## src/rtl/tas_pkg.sv

```systemverilog
package tas_pkg;
    localparam int          CLK_MHZ       = 100;
    localparam int          BLINK_MS      = 250;
    // Half period of the display blink, in clock cycles
    localparam int          BLINK_CYC     = BLINK_MS * 1000 * CLK_MHZ;
    localparam int          NSTACK        = 6;
    localparam logic [2:0]  STACK_LAST    = 3'h5;
    localparam int          AXI_AW        = 8;
    localparam logic [7:0]  OFS_CTRL      = 8'h00;
    localparam logic [7:0]  OFS_LOCO      = 8'h04;
    localparam logic [7:0]  OFS_STATUS    = 8'h08;
    localparam logic [7:0]  OFS_ADDR      = 8'h0C;
    localparam logic [7:0]  OFS_FUNC      = 8'h10;
    localparam int          CTRL_INIT_BIT = 4;
    localparam int          LOCO_FWD_BIT  = 8;
    localparam logic [1:0]  RESP_OKAY     = 2'h0;
    localparam logic [1:0]  RESP_SLVERR   = 2'h2;
    localparam logic [3:0]  DIGIT_MAX     = 4'h9;
    localparam logic [13:0] W_THOUSAND    = 14'h3E8;
    localparam logic [13:0] W_HUNDRED     = 14'h064;
    localparam logic [13:0] W_TEN         = 14'h00A;
    localparam logic [13:0] SHORT_MAX     = 14'h063;
    localparam logic [15:0] MUL_14        = 16'h000F;
    localparam logic [15:0] MUL_28        = 16'h001D;

    typedef enum logic [2:0] {
        TAS_RUN  = 3'b001,
        TAS_MENU = 3'b010,
        TAS_EDIT = 3'b100
    } tas_state_e;

    typedef enum logic [1:0] {
        TAS_SS14  = 2'b00,
        TAS_SS28  = 2'b01,
        TAS_SS128 = 2'b10,
        TAS_FUNC  = 2'b11
    } tas_kind_e;

    localparam tas_kind_e   MODE_RST      = TAS_SS28;

    typedef struct packed {
        logic       scroll;
        logic       shift;
        logic       confirm;
        logic [4:0] fkey;
    } tas_keys_s;

    typedef struct packed {
        logic fwd;
        logic rev;
    } tas_dir_s;

    typedef struct packed {
        logic [15:0] digits;
        logic [3:0]  blank;
        logic        dot_up;
        logic        dot_dn;
        logic        dot_left;
        logic        dot_right;
        logic        dot_shift;
    } tas_disp_s;

    typedef struct packed {
        tas_kind_e   kind;
        logic        long_addr;
        logic [13:0] addr;
        logic        fwd;
        logic [6:0]  speed;
        logic [8:0]  func;
    } tas_cmd_s;
endpackage : tas_pkg

```

## src/rtl/tas_throttle.sv

```systemverilog
// Local design decisions: the placing of the registers and the AXI4-Lite interface to the registers.
`timescale 1ns/1ps
`default_nettype none
// Notes on behaviour
// Stack holds six locomotive addresses for quick selection.
// Each entry stores any decimal address 0 to 9999.
// Factory initialisation loads entries with addresses 0 through 5.
// Scroll key steps to next entry, wrapping from last to first.
// New address overwrites the entry shown when the menu opened.
// Confirming the address menu starts editing the flashing ones digit.
// Knob clockwise increments the selected digit, counter-clockwise decrements.
// Digit keys 1 to 4 select digits freely; untouched digits keep values.
// Confirm key stores the four digits and selects that locomotive.
// Previous locomotive is left untouched when another address is selected.
// Short or long address form is chosen automatically.
// Centre dot flashes while switch disagrees with locomotive direction; the upper or lower dot flashes instead.
// With switch agreeing, knob movement takes over and sends speed.
// Switch centred: side dots show knob direction needed to match speed.
// Upper dot means forward needed, lower dot means backward needed.
// Nine function states kept and changes sent to the locomotive.
// Single press of keys 0 to 4 toggles that function.
// Shift then key 1 to 4 toggles functions 5 to 8.
// Knob digitised into 256 throttle positions.
// Modes 14, 28 and 128 steps each use their own command format.
// Switch centred stops the locomotive; knob does not change speed.
// Key 4 selects rightmost digit, key 1 leftmost.
// Shift makes the next key press take its alternate meaning.
// Edited digits saturate at 0 and 9.
module tas_throttle #(
    parameter int BLINK_CYCLES = tas_pkg::BLINK_CYC
) (
    input  wire logic                       clk_sys,
    input  wire logic                       nrst,
    input  wire logic [tas_pkg::AXI_AW-1:0] s_axi_awaddr,
    input  wire logic                       s_axi_awvalid,
    output logic                            s_axi_awready,
    input  wire logic [31:0]                s_axi_wdata,
    input  wire logic [3:0]                 s_axi_wstrb,
    input  wire logic                       s_axi_wvalid,
    output logic                            s_axi_wready,
    output logic [1:0]                      s_axi_bresp,
    output logic                            s_axi_bvalid,
    input  wire logic                       s_axi_bready,
    input  wire logic [tas_pkg::AXI_AW-1:0] s_axi_araddr,
    input  wire logic                       s_axi_arvalid,
    output logic                            s_axi_arready,
    output logic [31:0]                     s_axi_rdata,
    output logic [1:0]                      s_axi_rresp,
    output logic                            s_axi_rvalid,
    input  wire logic                       s_axi_rready,
    input  wire tas_pkg::tas_keys_s         keys,
    input  wire logic [7:0]                 knob,
    input  wire tas_pkg::tas_dir_s          dir_sw,
    output tas_pkg::tas_disp_s              disp,
    output tas_pkg::tas_cmd_s               cmd,
    output logic                            cmd_valid
);
    import tas_pkg::*;

    tas_state_e  state;
    logic [15:0] stack [NSTACK];
    logic [2:0]  ptr;
    logic [15:0] edit;
    logic [1:0]  sel;
    logic        shift_pend;
    logic        taken;
    logic        spd_pend;
    logic [8:0]  func;
    tas_kind_e   mode;
    logic [7:0]  loco_speed;
    logic        loco_fwd;
    logic [7:0]  knob_q;
    tas_dir_s    dir_q;
    logic        blink;
    logic [24:0] blink_cnt;
    logic [AXI_AW-1:0] aw_addr;
    logic [AXI_AW-1:0] wr_addr;
    logic [31:0] w_data;
    logic [3:0]  w_strb;
    logic        do_write;
    logic        init_req;

    logic        in_run;
    logic        in_menu;
    logic        in_edit;
    logic        knob_moved;
    logic        knob_up;
    logic        knob_dn;
    logic        sw_centre;
    logic        sw_match;
    logic        dir_chg;
    logic        menu_key;
    logic [8:0]  tog;
    logic        func_evt;
    logic        send_spd;
    logic [3:0]  cur_digit;
    logic [13:0] addr_bin;

    ////////////////////////////////////////////////////////////////////////////////////
    assign in_run     = (state == TAS_RUN);
    assign in_menu    = (state == TAS_MENU);
    assign in_edit    = (state == TAS_EDIT);
    assign knob_up    = (knob > knob_q);
    assign knob_dn    = (knob < knob_q);
    assign knob_moved = knob_up | knob_dn;
    assign sw_centre  = !dir_sw.fwd && !dir_sw.rev;
    assign sw_match   = (dir_sw.fwd && loco_fwd) || (dir_sw.rev && !loco_fwd);
    assign dir_chg    = (dir_sw != dir_q);
    assign menu_key   = shift_pend && keys.fkey[0];
    assign cur_digit  = edit[{sel, 2'b00} +: 4];
    assign func_evt   = |tog;
    assign send_spd   = spd_pend && !func_evt;

    // Digit weights; the device picks the address form itself
    assign addr_bin = 14'(stack[ptr][15:12]) * W_THOUSAND
                    + 14'(stack[ptr][11:8]) * W_HUNDRED
                    + 14'(stack[ptr][7:4]) * W_TEN
                    + 14'(stack[ptr][3:0]);

    always_comb begin
        tog = '0;
        if (in_run && !menu_key) begin
            if (shift_pend) begin
                tog[8:5] = keys.fkey[4:1];
            end else begin
                tog[4:0] = keys.fkey;
            end
        end
    end

    // 256 knob positions scaled to the step count of the mode
    function automatic logic [6:0] tas_step(input tas_kind_e m, input logic [7:0] k);
        logic [15:0] p;
        p = '0;
        unique case (m)
            TAS_SS14:  p = 16'(k) * MUL_14;
            TAS_SS128: p = {1'b0, k, 7'h00};
            default:   p = 16'(k) * MUL_28;
        endcase
        return p[14:8];
    endfunction : tas_step

    ////////////////////////////////////////////////////////////////////////////////////
    // Menu and edit sequencing
    always_ff @(posedge clk_sys or negedge nrst) begin
        if (!nrst) begin
            state <= TAS_RUN;
        end else begin
            unique case (state)
                TAS_RUN:  if (menu_key) state <= TAS_MENU;
                TAS_MENU: begin
                    if (keys.confirm) begin
                        state <= TAS_EDIT;
                    end else if (keys.fkey[0]) begin
                        state <= TAS_RUN;
                    end
                end
                TAS_EDIT: if (keys.confirm) state <= TAS_RUN;
                default:  state <= TAS_RUN;
            endcase
        end
    end

    // Shift only arms the next key in normal running
    always_ff @(posedge clk_sys or negedge nrst) begin
        if (!nrst) begin
            shift_pend <= 1'b0;
        end else if (!in_run || menu_key) begin
            shift_pend <= 1'b0;
        end else if (keys.shift) begin
            shift_pend <= 1'b1;
        end else if (|keys.fkey || keys.scroll) begin
            shift_pend <= 1'b0;
        end
    end

    always_ff @(posedge clk_sys or negedge nrst) begin
        if (!nrst) begin
            ptr <= '0;
        end else if (init_req) begin
            ptr <= '0;
        end else if (in_run && keys.scroll && !shift_pend) begin
            ptr <= (ptr == STACK_LAST) ? 3'h0 : ptr + 3'h1;
        end
    end

    always_ff @(posedge clk_sys or negedge nrst) begin
        if (!nrst) begin
            for (int i = 0; i < NSTACK; i++) begin
                stack[i] <= 16'(i);
            end
        end else if (init_req) begin
            for (int i = 0; i < NSTACK; i++) begin
                stack[i] <= 16'(i);
            end
        end else if (in_edit && keys.confirm) begin
            stack[ptr] <= edit;
        end
    end

    always_ff @(posedge clk_sys or negedge nrst) begin
        if (!nrst) begin
            edit <= '0;
            sel  <= '0;
        end else if (in_menu && keys.confirm) begin
            edit <= stack[ptr];
            sel  <= 2'h0;
        end else if (in_edit) begin
            if (keys.fkey[4]) begin
                sel <= 2'h0;
            end else if (keys.fkey[3]) begin
                sel <= 2'h1;
            end else if (keys.fkey[2]) begin
                sel <= 2'h2;
            end else if (keys.fkey[1]) begin
                sel <= 2'h3;
            end else if (knob_up && cur_digit < DIGIT_MAX) begin
                edit[{sel, 2'b00} +: 4] <= cur_digit + 4'h1;
            end else if (knob_dn && cur_digit != 4'h0) begin
                edit[{sel, 2'b00} +: 4] <= cur_digit - 4'h1;
            end
        end
    end

    ////////////////////////////////////////////////////////////////////////////////////
    // Takeover and command generation
    always_ff @(posedge clk_sys or negedge nrst) begin
        if (!nrst) begin
            knob_q <= '0;
            dir_q  <= '0;
        end else begin
            knob_q <= knob;
            dir_q  <= dir_sw;
        end
    end

    // Selecting another address never commands the old one
    always_ff @(posedge clk_sys or negedge nrst) begin
        if (!nrst) begin
            taken <= 1'b0;
        end else if (!in_run || keys.scroll || init_req) begin
            taken <= 1'b0;
        end else if (!taken && sw_match && knob_moved) begin
            taken <= 1'b1;
        end
    end

    // A speed update held back by a function command is sent next
    always_ff @(posedge clk_sys or negedge nrst) begin
        if (!nrst) begin
            spd_pend <= 1'b0;
        end else if (!in_run) begin
            spd_pend <= 1'b0;
        end else if ((!taken && sw_match && knob_moved)
                  || (taken && (dir_chg || (knob_moved && !sw_centre)))) begin
            spd_pend <= 1'b1;
        end else if (send_spd) begin
            spd_pend <= 1'b0;
        end
    end

    always_ff @(posedge clk_sys or negedge nrst) begin
        if (!nrst) begin
            func <= '0;
        end else if (init_req) begin
            func <= '0;
        end else begin
            func <= func ^ tog;
        end
    end

    always_ff @(posedge clk_sys or negedge nrst) begin
        if (!nrst) begin
            cmd       <= '0;
            cmd_valid <= 1'b0;
        end else begin
            cmd_valid <= func_evt || send_spd;
            if (func_evt || send_spd) begin
                cmd.addr      <= addr_bin;
                cmd.long_addr <= (addr_bin > SHORT_MAX);
                cmd.func      <= func ^ tog;
                cmd.fwd       <= dir_sw.fwd;
                cmd.speed     <= sw_centre ? 7'h00 : tas_step(mode, knob);
                cmd.kind      <= func_evt ? TAS_FUNC : mode;
            end
        end
    end

    ////////////////////////////////////////////////////////////////////////////////////
    // Display
    always_ff @(posedge clk_sys or negedge nrst) begin
        if (!nrst) begin
            blink_cnt <= '0;
            blink     <= 1'b0;
        end else if (blink_cnt >= 25'(BLINK_CYCLES - 1)) begin
            blink_cnt <= '0;
            blink     <= !blink;
        end else begin
            blink_cnt <= blink_cnt + 25'h1;
        end
    end

    always_ff @(posedge clk_sys or negedge nrst) begin
        if (!nrst) begin
            disp <= '0;
        end else begin
            disp.digits    <= in_edit ? edit : stack[ptr];
            disp.blank     <= (in_edit && blink) ? (4'h1 << sel) : 4'h0;
            disp.dot_shift <= shift_pend;
            disp.dot_up    <= 1'b0;
            disp.dot_dn    <= 1'b0;
            disp.dot_left  <= 1'b0;
            disp.dot_right <= 1'b0;
            if (in_run && !taken) begin
                if (sw_centre) begin
                    disp.dot_left  <= (knob < loco_speed);
                    disp.dot_right <= (knob > loco_speed);
                end else begin
                    // Dot blanks on the off phase only while mismatched
                    disp.dot_up <= loco_fwd && (sw_match || blink);
                    disp.dot_dn <= !loco_fwd && (sw_match || blink);
                end
            end
        end
    end

    ////////////////////////////////////////////////////////////////////////////////////
    // AXI4-Lite slave; address and data are accepted in either order
    assign do_write = !s_axi_awready && !s_axi_wready && !s_axi_bvalid;
    assign wr_addr  = aw_addr;

    always_ff @(posedge clk_sys or negedge nrst) begin
        if (!nrst) begin
            s_axi_awready <= 1'b1;
            s_axi_wready  <= 1'b1;
            s_axi_bvalid  <= 1'b0;
            s_axi_bresp   <= RESP_OKAY;
            aw_addr       <= '0;
            w_data        <= '0;
            w_strb        <= '0;
        end else begin
            if (s_axi_awvalid && s_axi_awready) begin
                aw_addr       <= s_axi_awaddr;
                s_axi_awready <= 1'b0;
            end
            if (s_axi_wvalid && s_axi_wready) begin
                w_data       <= s_axi_wdata;
                w_strb       <= s_axi_wstrb;
                s_axi_wready <= 1'b0;
            end
            if (do_write) begin
                s_axi_bvalid <= 1'b1;
                s_axi_bresp  <= (wr_addr == OFS_CTRL || wr_addr == OFS_LOCO
                              || wr_addr == OFS_STATUS || wr_addr == OFS_ADDR
                              || wr_addr == OFS_FUNC) ? RESP_OKAY : RESP_SLVERR;
            end
            if (s_axi_bvalid && s_axi_bready) begin
                s_axi_bvalid  <= 1'b0;
                s_axi_awready <= 1'b1;
                s_axi_wready  <= 1'b1;
            end
        end
    end

    // Software-written registers; init is a self-clearing strobe
    always_ff @(posedge clk_sys or negedge nrst) begin
        if (!nrst) begin
            mode       <= MODE_RST;
            loco_speed <= '0;
            loco_fwd   <= 1'b1;
            init_req   <= 1'b0;
        end else begin
            init_req <= 1'b0;
            if (do_write && wr_addr == OFS_CTRL && w_strb[0]) begin
                mode     <= tas_kind_e'(w_data[1:0] == 2'h3 ? MODE_RST : w_data[1:0]);
                init_req <= w_data[CTRL_INIT_BIT];
            end
            if (do_write && wr_addr == OFS_LOCO) begin
                if (w_strb[0]) loco_speed <= w_data[7:0];
                if (w_strb[1]) loco_fwd <= w_data[LOCO_FWD_BIT];
            end
        end
    end

    always_ff @(posedge clk_sys or negedge nrst) begin
        if (!nrst) begin
            s_axi_arready <= 1'b1;
            s_axi_rvalid  <= 1'b0;
            s_axi_rdata   <= '0;
            s_axi_rresp   <= RESP_OKAY;
        end else if (s_axi_arvalid && s_axi_arready) begin
            s_axi_arready <= 1'b0;
            s_axi_rvalid  <= 1'b1;
            s_axi_rresp   <= RESP_OKAY;
            unique case (s_axi_araddr)
                OFS_CTRL:   s_axi_rdata <= {30'h0, mode};
                OFS_LOCO:   s_axi_rdata <= {23'h0, loco_fwd, loco_speed};
                OFS_STATUS: s_axi_rdata <= {22'h0, shift_pend, taken, 1'b0, ptr, 1'b0, state};
                OFS_ADDR:   s_axi_rdata <= {2'h0, addr_bin, stack[ptr]};
                OFS_FUNC:   s_axi_rdata <= {23'h0, func};
                default: begin
                    s_axi_rdata <= '0;
                    s_axi_rresp <= RESP_SLVERR;
                end
            endcase
        end else if (s_axi_rvalid && s_axi_rready) begin
            s_axi_rvalid  <= 1'b0;
            s_axi_arready <= 1'b1;
        end
    end

    ////////////////////////////////////////////////////////////////////////////////////
    chk_scroll_wrap: assert property (@(posedge clk_sys) disable iff (!nrst)
        in_run && keys.scroll && !shift_pend && !init_req && ptr == STACK_LAST
        |=> ptr == 3'h0) else $error("scroll did not wrap to first entry");

    chk_edit_start: assert property (@(posedge clk_sys) disable iff (!nrst)
        in_menu && keys.confirm |=> in_edit && sel == 2'h0 ##1 disp.digits == edit)
        else $error("edit did not start on ones digit");

    chk_digit_sat: assert property (@(posedge clk_sys) disable iff (!nrst)
        in_edit && knob_up && cur_digit == DIGIT_MAX && keys.fkey == '0 && !keys.confirm
        |=> cur_digit == DIGIT_MAX) else $error("digit passed nine");

    chk_confirm_store: assert property (@(posedge clk_sys) disable iff (!nrst)
        in_edit && keys.confirm && !init_req
        |=> in_run && stack[$past(ptr)] == $past(edit)) else $error("address not stored");

    chk_func_toggle: assert property (@(posedge clk_sys) disable iff (!nrst)
        in_run && !shift_pend && keys.fkey[1] && !init_req
        |=> func[1] != $past(func[1]) ##0 cmd_valid && cmd.kind == TAS_FUNC)
        else $error("function key did not toggle");

    chk_shift_func: assert property (@(posedge clk_sys) disable iff (!nrst)
        in_run && shift_pend && keys.fkey[2] && !keys.fkey[0] && !init_req
        |=> func[6] != $past(func[6]) && func[2] == $past(func[2]))
        else $error("shifted key did not toggle upper function");

    chk_centre_stop: assert property (@(posedge clk_sys) disable iff (!nrst)
        cmd_valid && cmd.kind != TAS_FUNC && $past(sw_centre) |-> cmd.speed == 7'h00)
        else $error("speed sent with switch centred");

    chk_dot_dir: assert property (@(posedge clk_sys) disable iff (!nrst)
        in_run && !taken && !sw_centre && sw_match
        |=> disp.dot_up == $past(loco_fwd) && disp.dot_dn == !$past(loco_fwd))
        else $error("direction dot wrong");
endmodule : tas_throttle
`default_nettype wire

```

## config.mk

```make
export PLATFORM = sky130hd
export DESIGN_NAME = tas_throttle
export DESIGN_NICKNAME = d
export VERILOG_FILES = /design/src/rtl/tas_pkg.sv /design/src/rtl/tas_throttle.sv
export SDC_FILE = /design/constraint.sdc
export NUM_CORES = 1
export LEC_CHECK = 0
export BUFFER_PORTS_ARGS = -buffer_cell sky130_fd_sc_hd__buf_2
export CAP_MARGIN = 0
export CORE_ASPECT_RATIO = 1.5
export CORE_MARGIN = 3
export CORE_UTILIZATION = 33
export DETAILED_ROUTE_END_ITERATION = 16
export PLACE_DENSITY_LB_ADDON = 0.1
export SKIP_LAST_GASP = 1
export SLEW_MARGIN = 0
export SYNTH_ARGS = -nofsm -noshare
export SYNTH_HDL_FRONTEND = slang
export SYNTH_SLANG_ARGS = --single-unit
```

## constraint.sdc

```tcl
create_clock -name clk_sys -period 6.1 [get_ports clk_sys]
set_input_delay 0.61 -clock clk_sys [delete_from_list [all_inputs] [get_ports clk_sys]]
set_output_delay 0.61 -clock clk_sys [all_outputs]
set_load 0.02 [all_outputs]
```

==> results of run 1 <==
[stage by stage]
step           std cells  hold WS, ns  instance area (um2)  setup WS [ns]
2_1_floorplan       1734        0.314                16400         0.0136
3_3_place_gp        2478        0.453                18000          0.223
3_5_place_dp        2478        0.462                18000          0.180
4_1_cts             2539        0.182                19100          0.141
5_1_grt             2543        0.190                19100         0.0304
6_report            2544        0.117                19100          0.351
[layout make-up]
type | instances | area [um2] | share of cell area [%]
Antenna cell | 1 | 2.50 | 0.0131
Clock buffer | 52 | 1000 | 5.23
Clock inverter | 9 | 111 | 0.582
Inverter | 92 | 345 | 1.81
Multi-Input combinational cell | 1243 | 8270 | 43.2
Sequential cell | 296 | 7430 | 38.9
Tap cell | 656 | 821 | 4.29
Timing Repair Buffer | 195 | 1140 | 5.97
[power breakdown]
part	internal (mW)	switching (mW)
sequential	2.34	0.353
clock	1.22	0.855
combinational	2.04	2.90
total	5.59	4.11
[placed cells by master (no fill, tap or decap), types with 10 or more instances in the layout]
cell,netlist,layout
a21o_1,16,16
a21oi_1,160,160
a22oi_1,15,15
a31oi_1,10,10
and3_1,20,20
buf_2,14,147
buf_4,4,44
clkbuf_1,81,11
clkbuf_16,0,35
dfrtp_1,283,280
dfstp_2,13,13
fa_1,33,33
ha_1,106,106
inv_1,91,91
mux2_2,32,32
mux2i_1,34,33
nand2_1,315,314
nand3_1,58,58
nand3b_1,11,11
nor2_1,114,113
nor3_1,17,17
o211ai_1,12,12
o21ai_0,83,80
o31ai_1,12,11
xnor2_1,22,21
xor2_1,42,42
[state kept, by name, summed over array words and instances, names as in the netlist, 8 cells and up]
name         count
s_axi_rdata     30
func             9
stack           96
disp            25
cmd             34
loco_speed       8
knob_q           8
edit            16
w_data           9
aw_addr          8
blink_cnt       25
[Yosys cell counts, types with 4 or more instances]
master    instances  area [um2]
nand2_1         315        1180
dfrtp_1         283        7080
a21oi_1         160         801
nor2_1          114         428
ha_1            106        1330
inv_1            91         342
o21ai_0          83         415
clkbuf_1         81         304
nand3_1          58         290
xor2_1           42         368
mux2i_1          34         340
fa_1             33         661
mux2_2           32         360
xnor2_1          22         193
and3_1           20         125
nor3_1           17        85.1
a21o_1           16         120
a22oi_1          15         113
buf_2            14        70.1
dfstp_2          13         342
o211ai_1         12        90.1
o31ai_1          12        90.1
nand3b_1         11        82.6
a31oi_1          10        62.6
nor2b_1          10        62.6
a221o_1           9        90.1
nand4_1           8        50.1
a211oi_1          7        52.6
nand2b_1          7        43.8
o21a_1            7        52.6
and2_1            5        31.3
buf_4             4        30.0
nor4_1            4        25.0
o21bai_1          4        30.0
[cells by family after synthesis]
group | Yosys count
flip-flops | 296
XOR/XNOR | 64
other | 1
multiplexers | 70
adder cells (fa/ha/maj) | 139
AND/OR/NAND/NOR | 599
buffers and inverters | 195
AO/OA/AOI/OAI | 367
[metal layers]
metal | GRT usage (%) | vias to the layer above
li1 | - | 6149
met1 | 23.2 | 6344
met2 | 35.2 | 264
met3 | 2.81 | 112
met4 | 8.09 | 2
met5 | 0 | -
[what timing repair did]
| item | CTS | global route |
|---|---|---|
| endpoints found under the setup margin | 0 | 3 |
| gates resized for setup | 0 | 9 |
| buffers inserted | 0 | 4 |
[worst max-delay path by stage]
| stage | start | end |
|---|---|---|
| after floorplan | ptr[1] | cmd[31] |
| after global placement | ptr[2] | cmd[31] |
| after detailed placement | ptr[2] | cmd[31] |
| after CTS | ptr[2] | cmd[31] |
| after global routing | ptr[2] | cmd[31] |
| final | ptr[2] | cmd[31] |
==> impl_results.md, run 1 <==
- Status: finished, final reports clean
- Port bufs: 148
- Filler cells: 5007
- Max VDD drop: 0.000372 V
- CP endpoint kind: flop
- Final Skew: 0.0223 ns
- Final setup vio count: 0
- Hpwl dp: 36800 um
- Metal3 WL: 1810 um
- Max_cap viols: 0
- Warnings, synthesis: 0
- Post-Synth Simple-Gate Area: 16.2%
- FF+latch count, synth: 296
- Max transition margin: 21.6%
- Setup crit start kind: flop
- CTS root buf: clkbuf_16
- FF-to-FF Start: ptr[2]
- Initial antenna violation count: 3
- R2r setup slk: 0.35 ns
- RSZ-0062 raised after global routing: false
- Worst-path cell chain: buf_12 > mux2i_1 > o21ai_1 > o21ai_2 > inv_1 > ha_1 > fa_1 > inv_1 > fa_1 > inv_1 > fa_1 > ha_1 > ha_1 > a21o_1 > a221oi_1 > buf_4 > a21oi_1 > or4b_1 > nand3_1 > xnor2_2 > a31oi_1
- Type of the worst setup path: flop to flop
- Wire length per cell: 20.1 um
- CTS tree: done
- Mux cell area share after synthesis: 4.89%
- Die area: 52500 um2
- Hold Buf Count CTS: 0
- Synth Area in XOR/XNOR: 3.42%
- Drt total wl: 51200 um
- Vias: 12900
- Worst flop-to-flop path endpoint: cmd[31]
- Drt drc: 0
- Synth Area in Adders: 12.1%
- Starting Density: 33.5%
- Core area: 48900 um2
- Hold Crit Class: primary input to async pin
- Crit Path Max Fanout: 12
- Crit-path max cell delay: 0.55 ns
- Worst skew pair latency: 0.53 ns
- Largest net degree at the start of global routing: 128
- Sequential share of the synthesized area: 45.2%
- Hold Vio Cnt, Final: 0
- Crit path max-delay family: adder cells
- Final #Nets: 2078
- Iteration count of the initial detailed-routing pass: 5
- Max-slew violations: 0
- Final Util: 39.1%
- Top sig layer: met5
- Pleak: 9.14 nW
- # rows: 99
- Power Total: 9.71 mW
- Synthesized area: 16400 um2
- Vias in the first global route: 13600
- Starting DRT DRC Count: 705
- RePlAce Congestion: 0.836
- Met2 Wirelength: 26500 um
- Power per cell area: 508 nW/um2
- Fmax: 174 MHz
- First-pass GRT wire length: 80200 um
- Ys async rst share: 100%
- Max stage delay cell, worst path: fa_1
- Cell count along the critical path: 21
- EDFF count, synth: 0
- Critical path required time: 6.49 ns
- Share of layout cells above drive strength 1: 17.0%
- Max Buffers Root-to-Sink: 3
- FF-to-FF path depth: 21
- Die Wd: 188 um
- Via-per-instance ratio: 5.06
- Gr ovfl total: 0
- Setup tns final: 0 ns
- Post-synthesis compound-gate area fraction: 13.4%
- Worst Path Arrival: 6.13 ns
- Syn Area/Cell: 9.48 um2
- DRT met1 WL: 20700 um
- Total I/O pin count: 178
- Clk sinks: 296
- Final worst-path cycle share: 94.2%
- TritonCTS Buffers: 34
- All-Layer GR Usage: 19.5%
- Worst slew pin tran: 1.17 ns
- Worst Path Buf+Inv: 5
- Distinct cells, synth: 77
- Antenna Nets Post-Route: 0
- H-tree Lvls: 2
- Synth Flop Type: dfrtp_1
- Largest family of logic cells by synthesized area: simple AND/OR/NAND/NOR gates
- Syn Inst Count: 1731
- Final min period: 5.75 ns
- Area delta synth->final: 16.5%
- Die span in y: 279 um
- Reg clk slew, reported paths: 0.06 ns
Power figures use the tool's default switching activity.
==> run 2: changes to the inputs <==
CORE_ASPECT_RATIO = 0.8   (was 1.5)
==> impl_results.md, run 2 (synthesis results as in run 1) <==
- Type of the worst setup path: flop to flop
- Setup tns final: 0 ns (unchanged)
- Initial antenna violation count: 0 (-3)
- Final instance area: 19000 um2 (-0.82%)
- RePlAce Congestion: 0.830 (-0.67%)
- Via-per-instance ratio: 5.05 (-0.23%)
- Port bufs: 148 (unchanged)
- Final #Nets: 2073 (-0.24%)
- Core area: 48700 um2 (-0.39%)
- Die span in y: 205 um (-26%)
- Max transition margin: 25.0% (+3.4 points)
- Hold Buf Count CTS: 0 (unchanged)
- Worst-path cell chain: nor2b_4 > buf_4 > buf_4 > nand2_1 > o21ai_0 > o21ai_0 > inv_1 > ha_1 > ha_1 > inv_1 > fa_1 > xor2_1 > fa_1 > ha_1 > ha_1 > and3_1 > a221oi_2 > a21oi_1 > or4b_1 > nand3_1 > xnor2_1 > a31oi_1
- Worst flop-to-flop path endpoint: cmd[31]
- # rows: 72 (-27%)
- Commonest non-fill, non-tap cells in the layout: 315 x nand2_1, 280 x dfrtp_1, 159 x a21oi_1, 147 x buf_2, 112 x nor2_1
- Pleak: 9.07 nW (-0.74%)
- R2r setup slk: 0.35 ns (about the same)
- Die area: 52500 um2 (about the same)
- FF-to-FF path depth: 22 (+4.8%)
- Final Skew: 0.0213 ns (-0.00103 ns)
- Drt total wl: 49100 um (-4.1%)
- RSZ-0062 raised after global routing: false
- Final min period: 5.75 ns (-0.000851 ns)
- Vias: 12900 (-0.11%)
- Starting DRT DRC Count: 824 (+17%)
- Iteration count of the initial detailed-routing pass: 5 (unchanged)
- Storage cell area: 7430 um2 (unchanged)
- Number of flip-flops in the largest register: 96 (unchanged)
- CP endpoint kind: flop
- Starting Density: 33.7% (+0.13 points)
- Commonest non-fill, non-tap cell in the layout: nand2_1
- Max_cap viols: 0 (unchanged)
- Reg clk slew, reported paths: 0.07 ns (about the same)
- All-Layer GR Usage: 18.7% (-0.76 points)
- Hold Crit Class: primary input to async pin
- Max-slew violations: 0 (unchanged)
- FF-to-FF Start: ptr[2]
- Worst slew pin tran: 1.12 ns (-0.0494 ns)
- Final worst-path cycle share: 94.2% (about the same)
- Crit Path Max Fanout: 11 (-1)
- Critical path required time: 6.56 ns (+0.07 ns)
- Wire length per cell: 19.3 um (-4.2%)
- CTS root buf: clkbuf_16
- Max VDD drop: 0.000437 V (+17%)
- Status: finished, final reports clean
- Clk sinks: 296 (unchanged)
- Largest net degree at the start of global routing: 124 (-3.1%)
- Hold Vio Cnt, Final: 0 (unchanged)
- Drt drc: 0 (unchanged)
- Hpwl dp: 34500 um (-6.2%)
- Antenna Nets Post-Route: 0 (unchanged)
- First-pass GRT wire length: 77900 um (-2.9%)
- Largest registers: stack: 96 flops, cmd: 34 flops, s_axi_rdata: 30 flops
- Most common cell on crit path: ha_1
- Max stage delay cell, worst path: or4b_1
- Crit-path max cell delay: 0.51 ns (-0.04 ns)
- Final setup vio count: 0 (unchanged)
- Filler cells: 4920 (-1.7%)
- CP startpoint: ptr[2]
- Vias in the first global route: 12900 (-5.4%)
- Fmax: 174 MHz (about the same)
- Inserted Diodes: 0 (-1)
- TritonCTS Buffers: 31 (-8.8%)
- Top reg by flops: stack
- Power per cell area: 489 nW/um2 (-3.7%)
- Total I/O pin count: 178 (unchanged)
- Worst skew pair latency: 0.59 ns (+0.06 ns)
- Area delta synth->final: 15.6%
- Setup crit start kind: flop
- Die Wd: 255 um (+36%)
- Worst Path Arrival: 6.20 ns (+0.07 ns)
- Gr ovfl total: 0 (unchanged)
- Power Total: 9.27 mW (-4.5%)
- H-tree Lvls: 1 (-1)
- Area of the multi-input gates: 8280 um2 (+0.11%)
- Share of layout cells above drive strength 1: 16.8% (-0.16 points)
- CTS tree: done
- Placed Area: 17900 um2 (-0.11%)
- Max Buffers Root-to-Sink: 3 (unchanged)
-- run 2: cell types whose count changed in the layout (fill, tap and decap cells not counted), moves of 2 or more --
cell,previous run,this run
clkbuf_16,35,31
bufinv_16,2,0
clkbuf_8,6,8
clkbuf_1,11,9
clkinv_2,2,6
buf_12,3,1
-- run 2: power breakdown --
group / total (mW) / internal (mW) / leakage, nW / switching (mW)
logic: 4.73 / 1.92 / 4.72 / 2.81
registers: 2.68 / 2.34 / 3.87 / 0.348
clock network: 1.86 / 1.03 / 0.483 / 0.825
-- run 2: per-layer routing --
layer / GRT usage, % / share of wire (%) / vias up
li1: - / - / 6135
met1: 27.5 / 49 / 6395
met2: 28.5 / 43 / 275
met3: 4.01 / 5.6 / 52
met4: 3.64 / 1.7 / 0
met5: 0 / 0 / -
-- run 2: worst max path at each step --
stage / to / slack (ns) / depth (start not counted)
floorplan: cmd[31] / 0.01 / 23
global placement: cmd[31] / 0.02 / 21
detailed placement: s_axi_rdata[29] / -0.02 / 21
finish: cmd[31] / 0.35 / 22
CTS: cmd[31] / 0.10 / 21
global route: s_axi_rdata[29] / 0.009 / 22
-- run 2: final cells by class --
type                       instances  share of cell area [%]
clock buffer                      48                    4.85
clock inverter                     9                   0.290
inverter                          92                    1.82
multi-input combinational       1243                    43.7
sequential                       296                    39.2
tap                              666                    4.39
timing repair buffer             193                    5.81
-- run 2: worst max-delay path: cells and delay by family, from the launching register on --
kind / cells / cell delay [ns]
XOR/XNOR: 2 / 0.39
flip-flops: 1 / 0.50
AND/OR/NAND/NOR: 5 / 1.02
buffers and inverters: 4 / 0.59
AO/OA/AOI/OAI: 5 / 1.13
adder cells (fa/ha/maj): 6 / 1.98
-- run 2: through the flow --
step	instances	util [%]	hold slack (ns)	setup WS, ns
finish	2547	38.9	0.000190	0.352
global route	2547	38.9	0.0639	0.00899
CTS	2543	38.8	0.0281	0.101
detailed placement	2486	36.8	0.452	-0.0222
global placement	2486	36.8	0.448	0.0162
floorplan	1734	-	0.314	0.0136
-- run 2: what timing repair did --
| item | 4_1_cts | 5_1_grt |
|---|---|---|
| setup buffers | 0 | 4 |
| gates resized for setup | 1 | 8 |
| gates cloned | 0 | 0 |
| endpoints found under the setup margin | 3 | 3 |
| pin swaps | 0 | 0 |
==> run 3: changes to the inputs <==
CORE_ASPECT_RATIO = 0.7   (was 0.8)
==> impl_results.md, run 3 (synthesis results as in run 1) <==
- Status: finished, final reports clean
- Top reg by flops: stack
- DP Worst Slack: 0.0542 ns (+0.0764 ns)
- Share of layout cells above drive strength 1: 16.5% (-0.26 points)
- Hold Crit Class: primary input to async pin
- Die area: 52500 um2 (about the same)
- Area delta synth->final: 16.1%
- Number of flip-flops in the largest register: 96 (unchanged)
- CP endpoint kind: flop
- Dpl cells: 2473 (-0.52%)
- Hold Buf Count CTS: 0 (unchanged)
- Worst Path Arrival: 6.16 ns (-0.04 ns)
- Worst skew pair latency: 0.58 ns (about the same)
- Cell count along the critical path: 21 (-4.5%)
- Starting DRT DRC Count: 877 (+6.4%)
- Starting Density: 33.9% (+0.20 points)
- Max_cap viols: 0 (unchanged)
- Most common cell on crit path: ha_1
- Max VDD drop: 0.000482 V (+10%)
- Power per cell area: 500 nW/um2 (+2.3%)
- Worst slew pin tran: 1.14 ns (+0.0134 ns)
- Worst-path cell chain: buf_6 > mux2i_1 > o21ai_1 > o21ai_2 > inv_1 > fa_1 > inv_1 > fa_1 > inv_1 > ha_1 > xnor2_1 > ha_1 > ha_1 > ha_1 > and3_1 > a221oi_4 > a21oi_2 > or4b_1 > nand3_1 > xnor2_1 > o21ai_0
- Filler cells: 4962 (+0.85%)
- Pleak: 9.09 nW (+0.25%)
- # rows: 67 (-6.9%)
- Port bufs: 148 (unchanged)
- Vias: 12700 (-1.1%)
- Drt total wl: 49200 um (+0.31%)
- Power Total: 9.53 mW (+2.8%)
- Die Wd: 273 um (+6.7%)
- Final Skew: 0.0168 ns (-0.00449 ns)
- Crit-path max cell delay: 0.56 ns (+0.05 ns)
- Setup tns final: 0 ns (unchanged)
- Antenna Nets Post-Route: 0 (unchanged)
- H-tree Lvls: 1 (unchanged)
- Total I/O pin count: 178 (unchanged)
- Die span in y: 193 um (-6.3%)
- Setup crit start kind: flop
- RSZ-0062 raised after global routing: false
- CTS tree: done
- CTS root buf: clkbuf_16
- Final min period: 5.74 ns (-0.00286 ns)
- Final worst-path cycle share: 94.2% (about the same)
- Setup ws final: 0.355 ns (+0.00287 ns)
- Max Buffers Root-to-Sink: 3 (unchanged)
- Max stage delay cell, worst path: fa_1
- Largest net degree at the start of global routing: 127 (+2.4%)
- Final setup vio count: 0 (unchanged)
- Initial antenna violation count: 0 (unchanged)
- Iteration count of the initial detailed-routing pass: 5 (unchanged)
- Max transition margin: 23.8% (-1.2 points)
- Final #Nets: 2067 (-0.29%)
- Largest registers: stack: 96 flops, cmd: 34 flops, s_axi_rdata: 30 flops
- Via-per-instance ratio: 5.03 (-0.41%)
- Final hold slack: 0.101 ns (+0.101 ns)
- Crit path max-delay family: adder cells
- RePlAce Congestion: 0.834 (+0.49%)
- Type of the worst setup path: flop to flop
- Drt drc: 0 (unchanged)
- Reg clk slew, reported paths: 0.07 ns (about the same)
- FF-to-FF path depth: 21 (-4.5%)
- Fmax: 174 MHz (about the same)
- Commonest non-fill, non-tap cells in the layout: 315 x nand2_1, 282 x dfrtp_1, 158 x a21oi_1, 147 x buf_2, 112 x nor2_1
- TritonCTS Buffers: 31 (unchanged)
- Core area: 48500 um2 (-0.58%)
- Commonest non-fill, non-tap cell in the layout: nand2_1
- All-Layer GR Usage: 18.9% (+0.12 points)
- Max-slew violations: 0 (unchanged)
- Layout Cells excl Fill: 2530 (-0.67%)
- First-pass GRT wire length: 77200 um (-0.89%)
- Gr ovfl total: 0 (unchanged)
- Hpwl dp: 34900 um (+1.1%)
- Vias in the first global route: 12500 (-2.7%)
- Critical path required time: 6.51 ns (-0.05 ns)
- Crit Path Max Fanout: 9 (-2)
- Clk sinks: 296 (unchanged)
- Hold Vio Cnt, Final: 0 (unchanged)
- Worst Path Buf+Inv: 4 (unchanged)
- Wire length per cell: 19.5 um (+0.98%)
[run 3: cell types whose count changed in the layout (fill, tap and decap cells not counted), sizes merged]
cell,before,now
diode,0,1
clkinv,6,7
clkinvlp,1,2
buf,193,187
bufinv,0,6
clkbuf,48,40
inv,94,93
[run 3: metal layers]
| layer | part of all wire [%] | global-route usage [%] |
|---|---|---|
| met5 | 0 | 0 |
| met4 | 1.2 | 2.68 |
| met3 | 5.9 | 3.57 |
| met2 | 41 | 27.1 |
| met1 | 52 | 29.6 |
[run 3: stage by stage]
step | instance area (um2) | util (%)
after CTS | 19000 | 39.2
final | 19000 | 39.3
after detailed placement | 17900 | 37.0
after global placement | 17900 | 37.0
after floorplan | 16400 | -
after global routing | 19000 | 39.3
[run 3: report_power, final]
part	internal, mW	total, mW	switching (mW)	leakage (nW)
combinational	1.94	4.82	2.87	4.70
sequential	2.33	2.66	0.327	3.87
clock	1.22	2.05	0.830	0.528
[run 3: area by class of cell]
class | count | area [um2] | area share, %
tap | 655 | 820 | 4.30
clock inverter | 16 | 243 | 1.27
sequential | 296 | 7430 | 39.0
clock buffer | 40 | 840 | 4.41
multi-input combinational | 1243 | 8280 | 43.5
inverter | 92 | 345 | 1.81
antenna | 1 | 2.50 | 0.0131
timing repair buffer | 187 | 1090 | 5.71
[run 3: worst paths after layout]
path | start | endpoint | slack [ns]
min | nrst | s_axi_rdata[27] | 0.10
max | ptr[2] | cmd[30] | 0.36
max reg2reg | ptr[2] | cmd[30] | 0.36
min reg2reg | cmd[14] | cmd[14] | 0.47
min in group clk_sys | s_axi_awvalid | s_axi_awready | 0.19
max in group asynchronous | nrst | stack[34] | 4.59
[run 3: timing repair]
action                     4_1_cts  5_1_grt
setup buffers                    0        0
setup endpoints to repair        0        3
gates resized for setup          0        8
hold endpoints to repair         0        0
[run 3: worst register-to-register path: cells and delay by family, from the launching register on]
| family | cells | cell delay [ns] |
|---|---|---|
| buffers and inverters | 4 | 0.45 |
| DFF | 1 | 0.40 |
| AOI/OAI and AO/OA | 5 | 0.92 |
| xor gates and xnor gates | 2 | 0.33 |
| muxes | 1 | 0.24 |
| and+or+nand+nor | 3 | 0.84 |
| adders and majority gates | 6 | 2.40 |
